## src/cpa_cfg.svh

```systemverilog
`ifndef CPA_CFG_SVH
`define CPA_CFG_SVH

// ==========================================
// register port geometry
`define CPA_AW          7
`define CPA_DW          16
`define CPA_OFS_CTL2    7'h04
`define CPA_OFS_PWR     7'h05
`define CPA_OFS_CTL3    7'h06

// ==========================================
// control 2 tail fields
`define CPA_STEP_BIT    1
`define CPA_FLAG_BIT    0

// ==========================================
// power register fields
`define CPA_PWR_MSB     15
`define CPA_PWR_LSB     6
`define CPA_DONE_MSB    5
`define CPA_DONE_LSB    2
`define CPA_EFF_BIT     1
`define CPA_DEEMPH_BIT  0

// ==========================================
// control 3 fields
`define CPA_VOL_MSB     15
`define CPA_VOL_LSB     14
`define CPA_REF_BIT     13
`define CPA_XFER_BIT    12
`define CPA_ROLE_BIT    11
`define CPA_OVF_MSB     8
`define CPA_OVF_LSB     6
`define CPA_RSV_MSB     5
`define CPA_RSV_LSB     4
`define CPA_CLIP_BIT    3
`define CPA_REV_MSB     2
`define CPA_REV_LSB     0

// ==========================================
// reset values and encodings
`define CPA_PWR_RST     10'h3ff
`define CPA_DONE_RST    4'hf
`define CPA_VOL_RST     2'h0
`define CPA_RSV_RST     2'h0
`define CPA_BIT_RST     1'h0
`define CPA_BIT_SET     1'h1
`define CPA_ZERO16      16'h0000
`define CPA_VOL_L_FROM_R 2'h1
`define CPA_VOL_R_FROM_L 2'h2
`define CPA_NUM_PWR     10
`define CPA_NUM_OVF     3
// arbitrary value, not tied to any real silicon
`define CPA_REV_ID      3'h5

`endif

```

## src/cpa_pkg.sv

```systemverilog
`include "cpa_cfg.svh"

package cpa_pkg;

  typedef struct packed {
    logic                   wr;
    logic                   rd;
    logic [`CPA_AW-1:0]     addr;
    logic [`CPA_DW-1:0]     wdata;
  } cpa_req_t;

  // off_done: adc, left dac, right dac, sidetone (msb first)
  // ovf_evt : adc, left dac, right dac (msb first)
  typedef struct packed {
    logic                   gain_settled;
    logic                   agc_on;
    logic                   agc_saturated;
    logic [3:0]             off_done;
    logic [2:0]             ovf_evt;
  } cpa_stat_t;

  typedef struct packed {
    logic                   gain_step_slow;
    logic                   gain_step;
    logic [9:0]             block_off;
    logic                   codec_all_off;
    logic                   effects_on;
    logic                   deemphasis_on;
    logic                   left_vol_from_right;
    logic                   right_vol_from_left;
    logic                   ref_rate_44k1;
    logic                   block_transfer;
    logic                   codec_master;
    logic                   clip_step_active;
  } cpa_ctrl_t;

endpackage : cpa_pkg

```

## src/cpa_regs.sv

```systemverilog
`timescale 1ns/10ps
`include "cpa_cfg.svh"

module cpa_regs #(
  parameter logic [2:0] REV_ID = `CPA_REV_ID
) (
  input  wire logic              clk,
  input  wire logic              reset_n,
  input  wire cpa_pkg::cpa_req_t req,
  input  wire cpa_pkg::cpa_stat_t stat,
  input  wire logic              wclk_tick,
  output logic [`CPA_DW-1:0]     rd_data,
  output logic                   rd_valid,
  output cpa_pkg::cpa_ctrl_t     ctrl
);

  // ==========================================
  // access decode
  logic                   wr_ctl2;
  logic                   wr_pwr;
  logic                   wr_ctl3;
  logic                   rd_ctl3;

  assign wr_ctl2 = req.wr && (req.addr == `CPA_OFS_CTL2);
  assign wr_pwr  = req.wr && (req.addr == `CPA_OFS_PWR);
  assign wr_ctl3 = req.wr && (req.addr == `CPA_OFS_CTL3);
  assign rd_ctl3 = req.rd && (req.addr == `CPA_OFS_CTL3);

  // ==========================================
  // register state
  logic                   step_slow_q;
  logic [`CPA_NUM_PWR-1:0] pwr_q;
  logic [3:0]             done_q;
  logic                   effects_q;
  logic                   deemph_q;
  logic [1:0]             vol_q;
  logic                   ref_q;
  logic                   xfer_q;
  logic                   role_q;
  logic [`CPA_NUM_OVF-1:0] ovf_q;
  logic [1:0]             rsv_q;
  logic                   clip_q;

  // derived outputs, each held in its own flop; rd_data_d and flag_d are combinational
  logic                   half_q;
  logic                   step_q;
  logic                   all_off_q;
  logic                   l_from_r_q;
  logic                   r_from_l_q;
  logic                   clip_act_q;
  logic [`CPA_DW-1:0]     rd_data_q;
  logic [`CPA_DW-1:0]     rd_data_d;
  logic                   rd_valid_q;
  logic                   flag_d;

  // ==========================================
  // control 2 tail
  always_ff @(posedge clk) begin
    if (!reset_n) begin
      step_slow_q <= `CPA_BIT_RST;
    end else if (wr_ctl2) begin
      step_slow_q <= req.wdata[`CPA_STEP_BIT];
    end
  end

  // slow rate skips every other word clock; the phase flop runs
  // freely so a rate change takes effect on the next tick
  always_ff @(posedge clk) begin
    if (!reset_n) begin
      half_q <= `CPA_BIT_RST;
      step_q <= `CPA_BIT_RST;
    end else begin
      if (wclk_tick) begin
        half_q <= ~half_q;
      end
      step_q <= wclk_tick && (!step_slow_q || half_q);
    end
  end

  // saturation replaces the settled meaning while gain control runs
  always_comb begin
    if (stat.agc_on) begin
      flag_d = stat.agc_saturated;
    end else begin
      flag_d = stat.gain_settled;
    end
  end

  // ==========================================
  // power register
  always_ff @(posedge clk) begin
    if (!reset_n) begin
      pwr_q <= `CPA_PWR_RST;
    end else if (wr_pwr) begin
      pwr_q <= req.wdata[`CPA_PWR_MSB:`CPA_PWR_LSB];
    end
  end

  always_ff @(posedge clk) begin
    if (!reset_n) begin
      effects_q <= `CPA_BIT_RST;
    end else if (wr_pwr) begin
      effects_q <= req.wdata[`CPA_EFF_BIT];
    end
  end

  always_ff @(posedge clk) begin
    if (!reset_n) begin
      deemph_q <= `CPA_BIT_RST;
    end else if (wr_pwr) begin
      deemph_q <= req.wdata[`CPA_DEEMPH_BIT];
    end
  end

  // done flags follow the analog side, writes never reach them
  always_ff @(posedge clk) begin
    if (!reset_n) begin
      done_q <= `CPA_DONE_RST;
    end else begin
      done_q <= stat.off_done;
    end
  end

  // one cycle behind the power bits; analog settles far slower
  always_ff @(posedge clk) begin
    if (!reset_n) begin
      all_off_q <= `CPA_BIT_SET;
    end else begin
      all_off_q <= &pwr_q;
    end
  end

  // ==========================================
  // control 3
  always_ff @(posedge clk) begin
    if (!reset_n) begin
      vol_q <= `CPA_VOL_RST;
    end else if (wr_ctl3) begin
      vol_q <= req.wdata[`CPA_VOL_MSB:`CPA_VOL_LSB];
    end
  end

  always_ff @(posedge clk) begin
    if (!reset_n) begin
      ref_q <= `CPA_BIT_RST;
    end else if (wr_ctl3) begin
      ref_q <= req.wdata[`CPA_REF_BIT];
    end
  end

  always_ff @(posedge clk) begin
    if (!reset_n) begin
      xfer_q <= `CPA_BIT_RST;
    end else if (wr_ctl3) begin
      xfer_q <= req.wdata[`CPA_XFER_BIT];
    end
  end

  always_ff @(posedge clk) begin
    if (!reset_n) begin
      role_q <= `CPA_BIT_RST;
    end else if (wr_ctl3) begin
      role_q <= req.wdata[`CPA_ROLE_BIT];
    end
  end

  // reserved pair is plain storage, nothing downstream reads it
  always_ff @(posedge clk) begin
    if (!reset_n) begin
      rsv_q <= `CPA_RSV_RST;
    end else if (wr_ctl3) begin
      rsv_q <= req.wdata[`CPA_RSV_MSB:`CPA_RSV_LSB];
    end
  end

  always_ff @(posedge clk) begin
    if (!reset_n) begin
      clip_q <= `CPA_BIT_RST;
    end else if (wr_ctl3) begin
      clip_q <= req.wdata[`CPA_CLIP_BIT];
    end
  end

  // codes 00 and 11 both leave the channels independent
  always_ff @(posedge clk) begin
    if (!reset_n) begin
      l_from_r_q <= `CPA_BIT_RST;
      r_from_l_q <= `CPA_BIT_RST;
    end else begin
      l_from_r_q <= (vol_q == `CPA_VOL_L_FROM_R);
      r_from_l_q <= (vol_q == `CPA_VOL_R_FROM_L);
    end
  end

  always_ff @(posedge clk) begin
    if (!reset_n) begin
      clip_act_q <= `CPA_BIT_RST;
    end else begin
      clip_act_q <= clip_q && stat.agc_on;
    end
  end

  // ==========================================
  // sticky overflow flags
  // a new event in the clearing read's cycle survives the clear
  genvar gi;
  generate
    for (gi = 0; gi < `CPA_NUM_OVF; gi++) begin : g_ovf
      always_ff @(posedge clk) begin
        if (!reset_n) begin
          ovf_q[gi] <= `CPA_BIT_RST;
        end else if (stat.ovf_evt[gi]) begin
          ovf_q[gi] <= 1'h1;
        end else if (rd_ctl3) begin
          ovf_q[gi] <= 1'h0;
        end
      end
    end
  endgenerate

  // ==========================================
  // read path
  always_comb begin
    rd_data_d = `CPA_ZERO16;
    case (req.addr)
      `CPA_OFS_CTL2: begin
        rd_data_d[`CPA_STEP_BIT] = step_slow_q;
        rd_data_d[`CPA_FLAG_BIT] = flag_d;
      end
      `CPA_OFS_PWR: begin
        rd_data_d[`CPA_PWR_MSB:`CPA_PWR_LSB]   = pwr_q;
        rd_data_d[`CPA_DONE_MSB:`CPA_DONE_LSB] = done_q;
        rd_data_d[`CPA_EFF_BIT]                = effects_q;
        rd_data_d[`CPA_DEEMPH_BIT]             = deemph_q;
      end
      `CPA_OFS_CTL3: begin
        rd_data_d[`CPA_VOL_MSB:`CPA_VOL_LSB] = vol_q;
        rd_data_d[`CPA_REF_BIT]              = ref_q;
        rd_data_d[`CPA_XFER_BIT]             = xfer_q;
        rd_data_d[`CPA_ROLE_BIT]             = role_q;
        rd_data_d[`CPA_OVF_MSB:`CPA_OVF_LSB] = ovf_q;
        rd_data_d[`CPA_RSV_MSB:`CPA_RSV_LSB] = rsv_q;
        rd_data_d[`CPA_CLIP_BIT]             = clip_q;
        rd_data_d[`CPA_REV_MSB:`CPA_REV_LSB] = REV_ID;
      end
      default: begin
        rd_data_d = `CPA_ZERO16;
      end
    endcase
  end

  always_ff @(posedge clk) begin
    if (!reset_n) begin
      rd_valid_q <= `CPA_BIT_RST;
    end else begin
      rd_valid_q <= req.rd;
    end
  end

  // data held until the next read so a slow serial side can shift it
  always_ff @(posedge clk) begin
    if (!reset_n) begin
      rd_data_q <= `CPA_ZERO16;
    end else if (req.rd) begin
      rd_data_q <= rd_data_d;
    end
  end

  // ==========================================
  // outputs, all straight from flops
  assign rd_data  = rd_data_q;
  assign rd_valid = rd_valid_q;

  assign ctrl.gain_step_slow      = step_slow_q;
  assign ctrl.gain_step           = step_q;
  assign ctrl.block_off           = pwr_q;
  assign ctrl.codec_all_off       = all_off_q;
  assign ctrl.effects_on          = effects_q;
  assign ctrl.deemphasis_on       = deemph_q;
  assign ctrl.left_vol_from_right = l_from_r_q;
  assign ctrl.right_vol_from_left = r_from_l_q;
  assign ctrl.ref_rate_44k1       = ref_q;
  assign ctrl.block_transfer      = xfer_q;
  assign ctrl.codec_master        = role_q;
  assign ctrl.clip_step_active    = clip_act_q;

endmodule : cpa_regs

```

## config.mk

```make
export PLATFORM = sky130hd
export DESIGN_NAME = cpa_regs
export DESIGN_NICKNAME = d
export VERILOG_FILES = /design/src/cpa_pkg.sv /design/src/cpa_regs.sv
export VERILOG_INCLUDE_DIRS = /design/src /design/src/src
export SDC_FILE = /design/constraint.sdc
export NUM_CORES = 1
export LEC_CHECK = 0
export BUFFER_PORTS_ARGS = -buffer_cell sky130_fd_sc_hd__buf_4
export CAP_MARGIN = 20
export CORE_MARGIN = 3
export CORE_UTILIZATION = 49
export CTS_CLUSTER_SIZE = 24
export DETAILED_ROUTE_END_ITERATION = 8
export PLACE_DENSITY = 0.78
export SYNTH_ARGS = -nofsm -noshare
export SYNTH_HDL_FRONTEND = slang
export SYNTH_SLANG_ARGS = --single-unit
```

## constraint.sdc

```tcl
create_clock -name clk -period 1.55 [get_ports clk]
set_input_delay 0.0775 -clock clk [delete_from_list [all_inputs] [get_ports clk]]
set_output_delay 0.0775 -clock clk [all_outputs]
set_load 0.005 [all_outputs]
```

After elaboration in Yosys (flattened, before gate mapping). Index checks and enable logic that the tools add are counted.

Flip-flop bits (word level): 51. Input bits: 38. Output and inout port bits: 38.

Eq/ne operators: 5. Multiplexer cells: 9. Bitwise logic cells: 1. Reduce and logical (&&, ||, !) cells: 12.

Operators by type and width (count): 7-bit by 3-bit equality test with 1-bit output, second input constant (3); 7-bit one-hot mux with 2 select lines (1); 5-bit one-hot mux with 2 select lines (1); 10-bit AND reduction (1); 1-bit logical AND (6); 2-bit one-hot mux with 3 select lines (1); 2-bit nonzero test (3); 1-bit 2-to-1 mux (5); 2-bit by 1-bit equality test with 1-bit output, second input constant (1); 2-bit equality test, second input constant (1); 2-bit 2-to-1 mux (1); 1-bit zero test (1); 1-bit logical OR (1); 1-bit NOT (1).

Longest topological paths before layout.
Word-level depth: 4. Depth in mapped cells: 5. Gate-level depth less buffers: 3.

Worst setup path after synthesis. OpenSTA, ideal clock, no wires.

Kind: input to register. Start: input req[16] (netlist bit). End: register clip_q. Setup time: 132 ps. Arrival: 1074 ps. Data required time: 1418 ps. Setup slack: 344 ps. Stages on the path: 5. Path through: buf_2 > or4b_1 > buf_2 > o21ai_0 > a21oi_1.

Cells in the longest elaborated chain, start to end: 2.

RTL lines: from (decl) (line cpa_regs.sv:9) `input wire cpa_pkg::cpa_req_t req,`; 7-bit by 3-bit equality test with 1-bit output; 1-bit logical AND (line cpa_regs.sv:26) `` assign wr_ctl3 = req.wr && (req.addr == `CPA_OFS_CTL3); ``; to (signal assigned) (line cpa_regs.sv:178) `` clip_q <= `CPA_BIT_RST; ``; to (signal assigned) (line cpa_regs.sv:180) `` clip_q <= req.wdata[`CPA_CLIP_BIT]; ``; to (decl) (line cpa_regs.sv:42) `logic clip_q;`.

No other way between the ends. A chain may end at the register's enable or synchronous reset.

Worst setup path in the final report.
Start: input req[21] (netlist bit). End: register rd_data_q[6], in the netlist rd_data[6].

Cells in the longest elaborated chain, start to end: 2. Elaborated cells on any way between the ends: 3. Classes of those cells: eq/ne (2); mux (1).

RTL lines: 7-bit by 3-bit equality test with 1-bit output (line cpa_regs.sv:225) `case (req.addr)`; 7-bit one-hot mux with 2 select lines * (line cpa_regs.sv:225); to (signal assigned) (line cpa_regs.sv:263) `` rd_data_q <= `CPA_ZERO16; ``; to (signal assigned) (line cpa_regs.sv:265) `rd_data_q <= rd_data_d;`; to (decl) (line cpa_regs.sv:51) `` logic [`CPA_DW-1:0] rd_data_q; ``.

Every way passes the cells marked *; elsewhere a longest branch is shown, timed or not.

==> flow_results.xml <==
<?xml version="1.0" encoding="UTF-8"?>
<metrics>
  <group name="floorplan">
    <metric name="start_util" unit="">0.526</metric>
    <metric name="coreArea" unit="mm²">0.00417</metric>
    <metric name="floorplan.io_pins" unit="">76</metric>
    <metric name="design.die.area" unit="mm²">0.00532</metric>
    <metric name="chipWidth" unit="µm">72.9</metric>
    <metric name="die_height" unit="µm">72.9</metric>
    <metric name="placementRows" unit="">23</metric>
  </group>
  <group name="logic_synthesis">
    <metric name="synth_top_area_share" unit="">0.465</metric>
    <metric name="post_synthesis_instance_area" unit="mm²">0.00219</metric>
    <metric name="synth_area_leaders" unit="">sky130_fd_sc_hd__dfxtp_1, sky130_fd_sc_hd__nand3_1, sky130_fd_sc_hd__o31ai_1, sky130_fd_sc_hd__nand3b_1, sky130_fd_sc_hd__a22oi_1</metric>
    <metric name="synthesis.area_per_instance" unit="µm²">9.22</metric>
    <metric name="synth-warning-count" unit="">0</metric>
    <metric name="synth_sequential_area_ratio" unit="">0.465</metric>
    <metric name="mappedNetlistNets" unit="">276</metric>
    <metric name="postSynthRegisterBits" unit="">51</metric>
    <metric name="synthCells" unit="">238</metric>
    <metric name="post_synth_num_cell_types" unit="">38</metric>
    <metric name="synth_area_leader_cell" unit="">sky130_fd_sc_hd__dfxtp_1</metric>
  </group>
  <group name="grt">
    <metric name="grt_first_pass_wirelength" unit="µm">9200</metric>
    <metric name="first_global_vias" unit="">1853</metric>
    <metric name="globalRouteOverflowTotal" unit="">0</metric>
    <metric name="grt_total_usage" unit="">0.222</metric>
    <metric name="number_of_antenna_violations_at_the_first_check_in_global_routing" unit="">0</metric>
    <metric name="grt_start_max_net_pins" unit="">26</metric>
  </group>
  <group name="timing">
    <metric name="worst_slew_pin_slew" unit="ns">0.507</metric>
    <metric name="grt_setup_unrepaired" unit="">no</metric>
    <metric name="setup_ws" unit="ns">0.422</metric>
    <metric name="final.period_utilization" unit="">0.728</metric>
    <metric name="setup_viol" unit="">0</metric>
    <metric name="finalClockSkew" unit="ns">0.00324</metric>
    <metric name="worst_hold_margin" unit="ns">0.00707</metric>
    <metric name="final_max_slew_viol_count" unit="">0</metric>
    <metric name="slew_headroom" unit="">0.661</metric>
    <metric name="setup_total_negative_slack" unit="ns">0</metric>
    <metric name="final_hold_violations" unit="">0</metric>
    <metric name="max_freq" unit="MHz">886</metric>
    <metric name="post-route-min-period" unit="ns">1.13</metric>
  </group>
  <group name="run_status">
    <metric name="status" unit="">complete, no violations</metric>
  </group>
  <group name="power_and_ir_drop">
    <metric name="p_switching" unit="µW">571</metric>
    <metric name="switching_share" unit="">0.234</metric>
    <metric name="power_density_relative_to_cell_area" unit="mW/mm²">847</metric>
    <metric name="power.leakage" unit="nW">1.18</metric>
    <metric name="pwr-share-comb" unit="">0.103</metric>
    <metric name="power.share.clock" unit="">0.346</metric>
    <metric name="seqPwrFrac" unit="">0.550</metric>
    <metric name="irDropWorstVdd" unit="mV">0.443</metric>
    <metric name="internal-power" unit="mW">1.87</metric>
  </group>
  <group name="clock_network">
    <metric name="clk_transition_reported_paths" unit="ns">0.09</metric>
    <metric name="post_cts.resized_instances" unit="">0</metric>
    <metric name="cts_tree" unit="">done</metric>
    <metric name="cts_root_buffer" unit="">sky130_fd_sc_hd__clkbuf_8</metric>
    <metric name="clk_latency" unit="ns">0.30</metric>
    <metric name="max-clock-path-buffers" unit="">2</metric>
    <metric name="htreeDepth" unit="">2</metric>
    <metric name="cts-buffers-inserted" unit="">5</metric>
    <metric name="tritoncts_num_sinks" unit="">51</metric>
  </group>
  <group name="worst_setup_path">
    <metric name="timing.reg2reg.setup_slack" unit="ns">0.60</metric>
    <metric name="worst-path-max-fanout" unit="">13</metric>
    <metric name="rr_endpoint" unit="">rd_data[1]$_SDFFE_PN0P_</metric>
    <metric name="worst_ep_arrival_time" unit="ns">1.34</metric>
    <metric name="rr_startpoint" unit="">step_slow_q$_SDFFE_PN0P_</metric>
    <metric name="worst-setup-path-type" unit="">in -&gt; reg</metric>
    <metric name="cp.required" unit="ns">1.76</metric>
    <metric name="crit_path_start_kind" unit="">primary input</metric>
    <metric name="startpoint" unit="">req[21]</metric>
    <metric name="ff2ff_path_depth" unit="">3</metric>
    <metric name="critPathCaptureType" unit="">register</metric>
  </group>
  <group name="final_layout">
    <metric name="share_of_cells_above_drive_strength_1" unit="">0.329</metric>
    <metric name="fillers" unit="">356</metric>
    <metric name="most-common-layout-cells" unit="">sky130_fd_sc_hd__buf_4, sky130_fd_sc_hd__dfxtp_1, sky130_fd_sc_hd__nand3_1</metric>
    <metric name="antenna-diode-count" unit="">0</metric>
    <metric name="final_common_cell" unit="">sky130_fd_sc_hd__buf_4</metric>
    <metric name="multi_input_comb_area" unit="µm²">991</metric>
    <metric name="ff_latch_area" unit="mm²">0.00102</metric>
    <metric name="final_net_count" unit="">341</metric>
    <metric name="synthToLayoutAreaGrowth" unit="%">31.2</metric>
    <metric name="end_of_flow_core_utilization" unit="">0.690</metric>
    <metric name="post_layout_nonfiller_instances" unit="">354</metric>
  </group>
  <group name="routing">
    <metric name="route.detailed.vias_per_inst" unit="">5.77</metric>
    <metric name="dr_total_vias" unit="">2043</metric>
    <metric name="drt-pass1-iter-count" unit="">4</metric>
    <metric name="violation_count_after_the_first_detailed_routing_iteration" unit="">131</metric>
    <metric name="avgRoutedWirePerCell" unit="µm">16.1</metric>
    <metric name="total_length_of_routed_wires" unit="µm">5690</metric>
    <metric name="number_of_design_rule_violations_left_after_detail_routing" unit="">0</metric>
    <metric name="route.antenna.remaining_nets" unit="">0</metric>
  </group>
  <group name="hold_path">
    <metric name="hold_path_startpoint" unit="">req[7]</metric>
    <metric name="timing.hold.worst_path_depth" unit="">3</metric>
    <metric name="holdPathEnd" unit="">pwr_q[1]$_SDFFE_PN1P_</metric>
    <metric name="timing.hold.worst.class" unit="">in -&gt; reg</metric>
  </group>
  <group name="placement">
    <metric name="io_buffers" unit="">74</metric>
    <metric name="hpwl" unit="µm">4100</metric>
    <metric name="routability_cong" unit="">0.783</metric>
    <metric name="post-place-cells" unit="">339</metric>
    <metric name="pre_cts_slack" unit="ns">0.125</metric>
  </group>
  <group name="run">
    <metric name="drv_cap" unit="">0</metric>
  </group>
</metrics>
worst max path at each step:
stage / endpoint / slack, ns / cells after the start
after global routing: rd_data[4]$_SDFFE_PN0P_ / 0.27 / 4
after floorplan: clip_q$_SDFFE_PN0P_ / 0.34 / 5
final: rd_data[6]$_SDFFE_PN0P_ / 0.42 / 4
after global placement: rd_data[14]$_SDFFE_PN0P_ / 0.25 / 4
after CTS: rd_data[14]$_SDFFE_PN0P_ / 0.44 / 4
after detailed placement: rd_data[14]$_SDFFE_PN0P_ / 0.12 / 4
kinds of logic (layout without fill, tap and decap cells):
logic type,after synthesis,count (layout),share of synthesized area
buffers and inverters,35,101,0.0889
AO/OA/AOI/OAI,66,66,0.189
XOR/XNOR,1,1,0.00399
AND/OR/NAND/NOR,83,83,0.243
multiplexers,2,2,0.00969
flip-flops,51,51,0.465
Yosys cell counts:
| library cell | number |
|---|---|
| sky130_fd_sc_hd__nand2b_2 | 1 |
| sky130_fd_sc_hd__nor4b_1 | 2 |
| sky130_fd_sc_hd__nand3b_1 | 13 |
| sky130_fd_sc_hd__and4b_1 | 1 |
| sky130_fd_sc_hd__clkbuf_1 | 12 |
| sky130_fd_sc_hd__inv_1 | 4 |
| sky130_fd_sc_hd__a221oi_1 | 1 |
| sky130_fd_sc_hd__nor2_1 | 2 |
| sky130_fd_sc_hd__buf_4 | 11 |
| sky130_fd_sc_hd__o21ai_0 | 15 |
| sky130_fd_sc_hd__o21a_1 | 1 |
| sky130_fd_sc_hd__nor4_1 | 1 |
| sky130_fd_sc_hd__mux2i_1 | 1 |
| sky130_fd_sc_hd__and3_1 | 1 |
| sky130_fd_sc_hd__nand4_1 | 2 |
| sky130_fd_sc_hd__o31ai_1 | 14 |
| sky130_fd_sc_hd__nor3b_1 | 3 |
| sky130_fd_sc_hd__nand2b_1 | 5 |
| sky130_fd_sc_hd__nor4_2 | 1 |
| sky130_fd_sc_hd__nor2b_1 | 2 |
| sky130_fd_sc_hd__or4b_1 | 1 |
| sky130_fd_sc_hd__mux2_2 | 1 |
| sky130_fd_sc_hd__nand3_1 | 31 |
| sky130_fd_sc_hd__nand4bb_1 | 1 |
| sky130_fd_sc_hd__and2b_1 | 1 |
| sky130_fd_sc_hd__a21oi_1 | 13 |
| sky130_fd_sc_hd__nor4b_2 | 2 |
| sky130_fd_sc_hd__buf_2 | 6 |
| sky130_fd_sc_hd__xnor2_1 | 1 |
| sky130_fd_sc_hd__o21ai_1 | 8 |
| sky130_fd_sc_hd__or4b_4 | 2 |
| sky130_fd_sc_hd__a21bo_2 | 1 |
| sky130_fd_sc_hd__a41o_1 | 2 |
| sky130_fd_sc_hd__buf_6 | 2 |
| sky130_fd_sc_hd__a22oi_1 | 11 |
| sky130_fd_sc_hd__nor4bb_1 | 1 |
| sky130_fd_sc_hd__nand2_1 | 10 |
| sky130_fd_sc_hd__dfxtp_1 | 51 |
metrics by stage:
step           power (mW)  cell area, µm²
2_1_floorplan        1.49            2190
3_3_place_gp         1.60            2710
4_1_cts              2.45            2880
6_report             2.44            2880
3_5_place_dp         1.61            2710
5_1_grt              2.52            2880
power groups by stage:
| stage | Clock (mW) | Combinational [mW] | Sequential, mW |
|---|---|---|---|
| floorplan | 0 | 0.116 | 1.37 |
| global placement | 0 | 0.233 | 1.37 |
| detailed placement | 0 | 0.236 | 1.37 |
| CTS | 0.852 | 0.251 | 1.34 |
| global route | 0.900 | 0.276 | 1.34 |
| finish | 0.844 | 0.252 | 1.34 |
area by class of cell:
class                           count  area share
Clock buffer                        7      0.0335
Tap cell                           50      0.0217
Inverter                            4     0.00522
Multi-Input combinational cell    152       0.344
Sequential cell                    51       0.355
Clock inverter                      1     0.00261
Timing Repair Buffer               89       0.238
critical path, stage by stage:
cell,delay [ns]
sky130_fd_sc_hd__buf_4,0.14
sky130_fd_sc_hd__nor4b_2,0.51
sky130_fd_sc_hd__nand2b_2,0.29
sky130_fd_sc_hd__o31ai_1,0.32
layer usage:
metal	GRT usage	share of wire
met5	0	0
met4	0.0779	0.011
met3	0.0510	0.084
met2	0.349	0.48
met1	0.299	0.43
flip-flops by register name, summed over array words and instances, names as in the netlist:
name,cells
effects_q,1
rd_valid,1
pwr_q,10
xfer_q,1
step_q,1
r_from_l_q,1
l_from_r_q,1
done_q,4
clip_q,1
half_q,1
deemph_q,1
step_slow_q,1
ref_q,1
vol_q,2
rsv_q,2
clip_act_q,1
all_off_q,1
rd_data,16
ovf_q,3
role_q,1
timing repair:
action | in CTS | in global routing
hold buffers | 7 | 0
endpoints found under the hold margin | 7 | 0
buffers inserted | 0 | 0
Power figures use the tool's default switching activity.
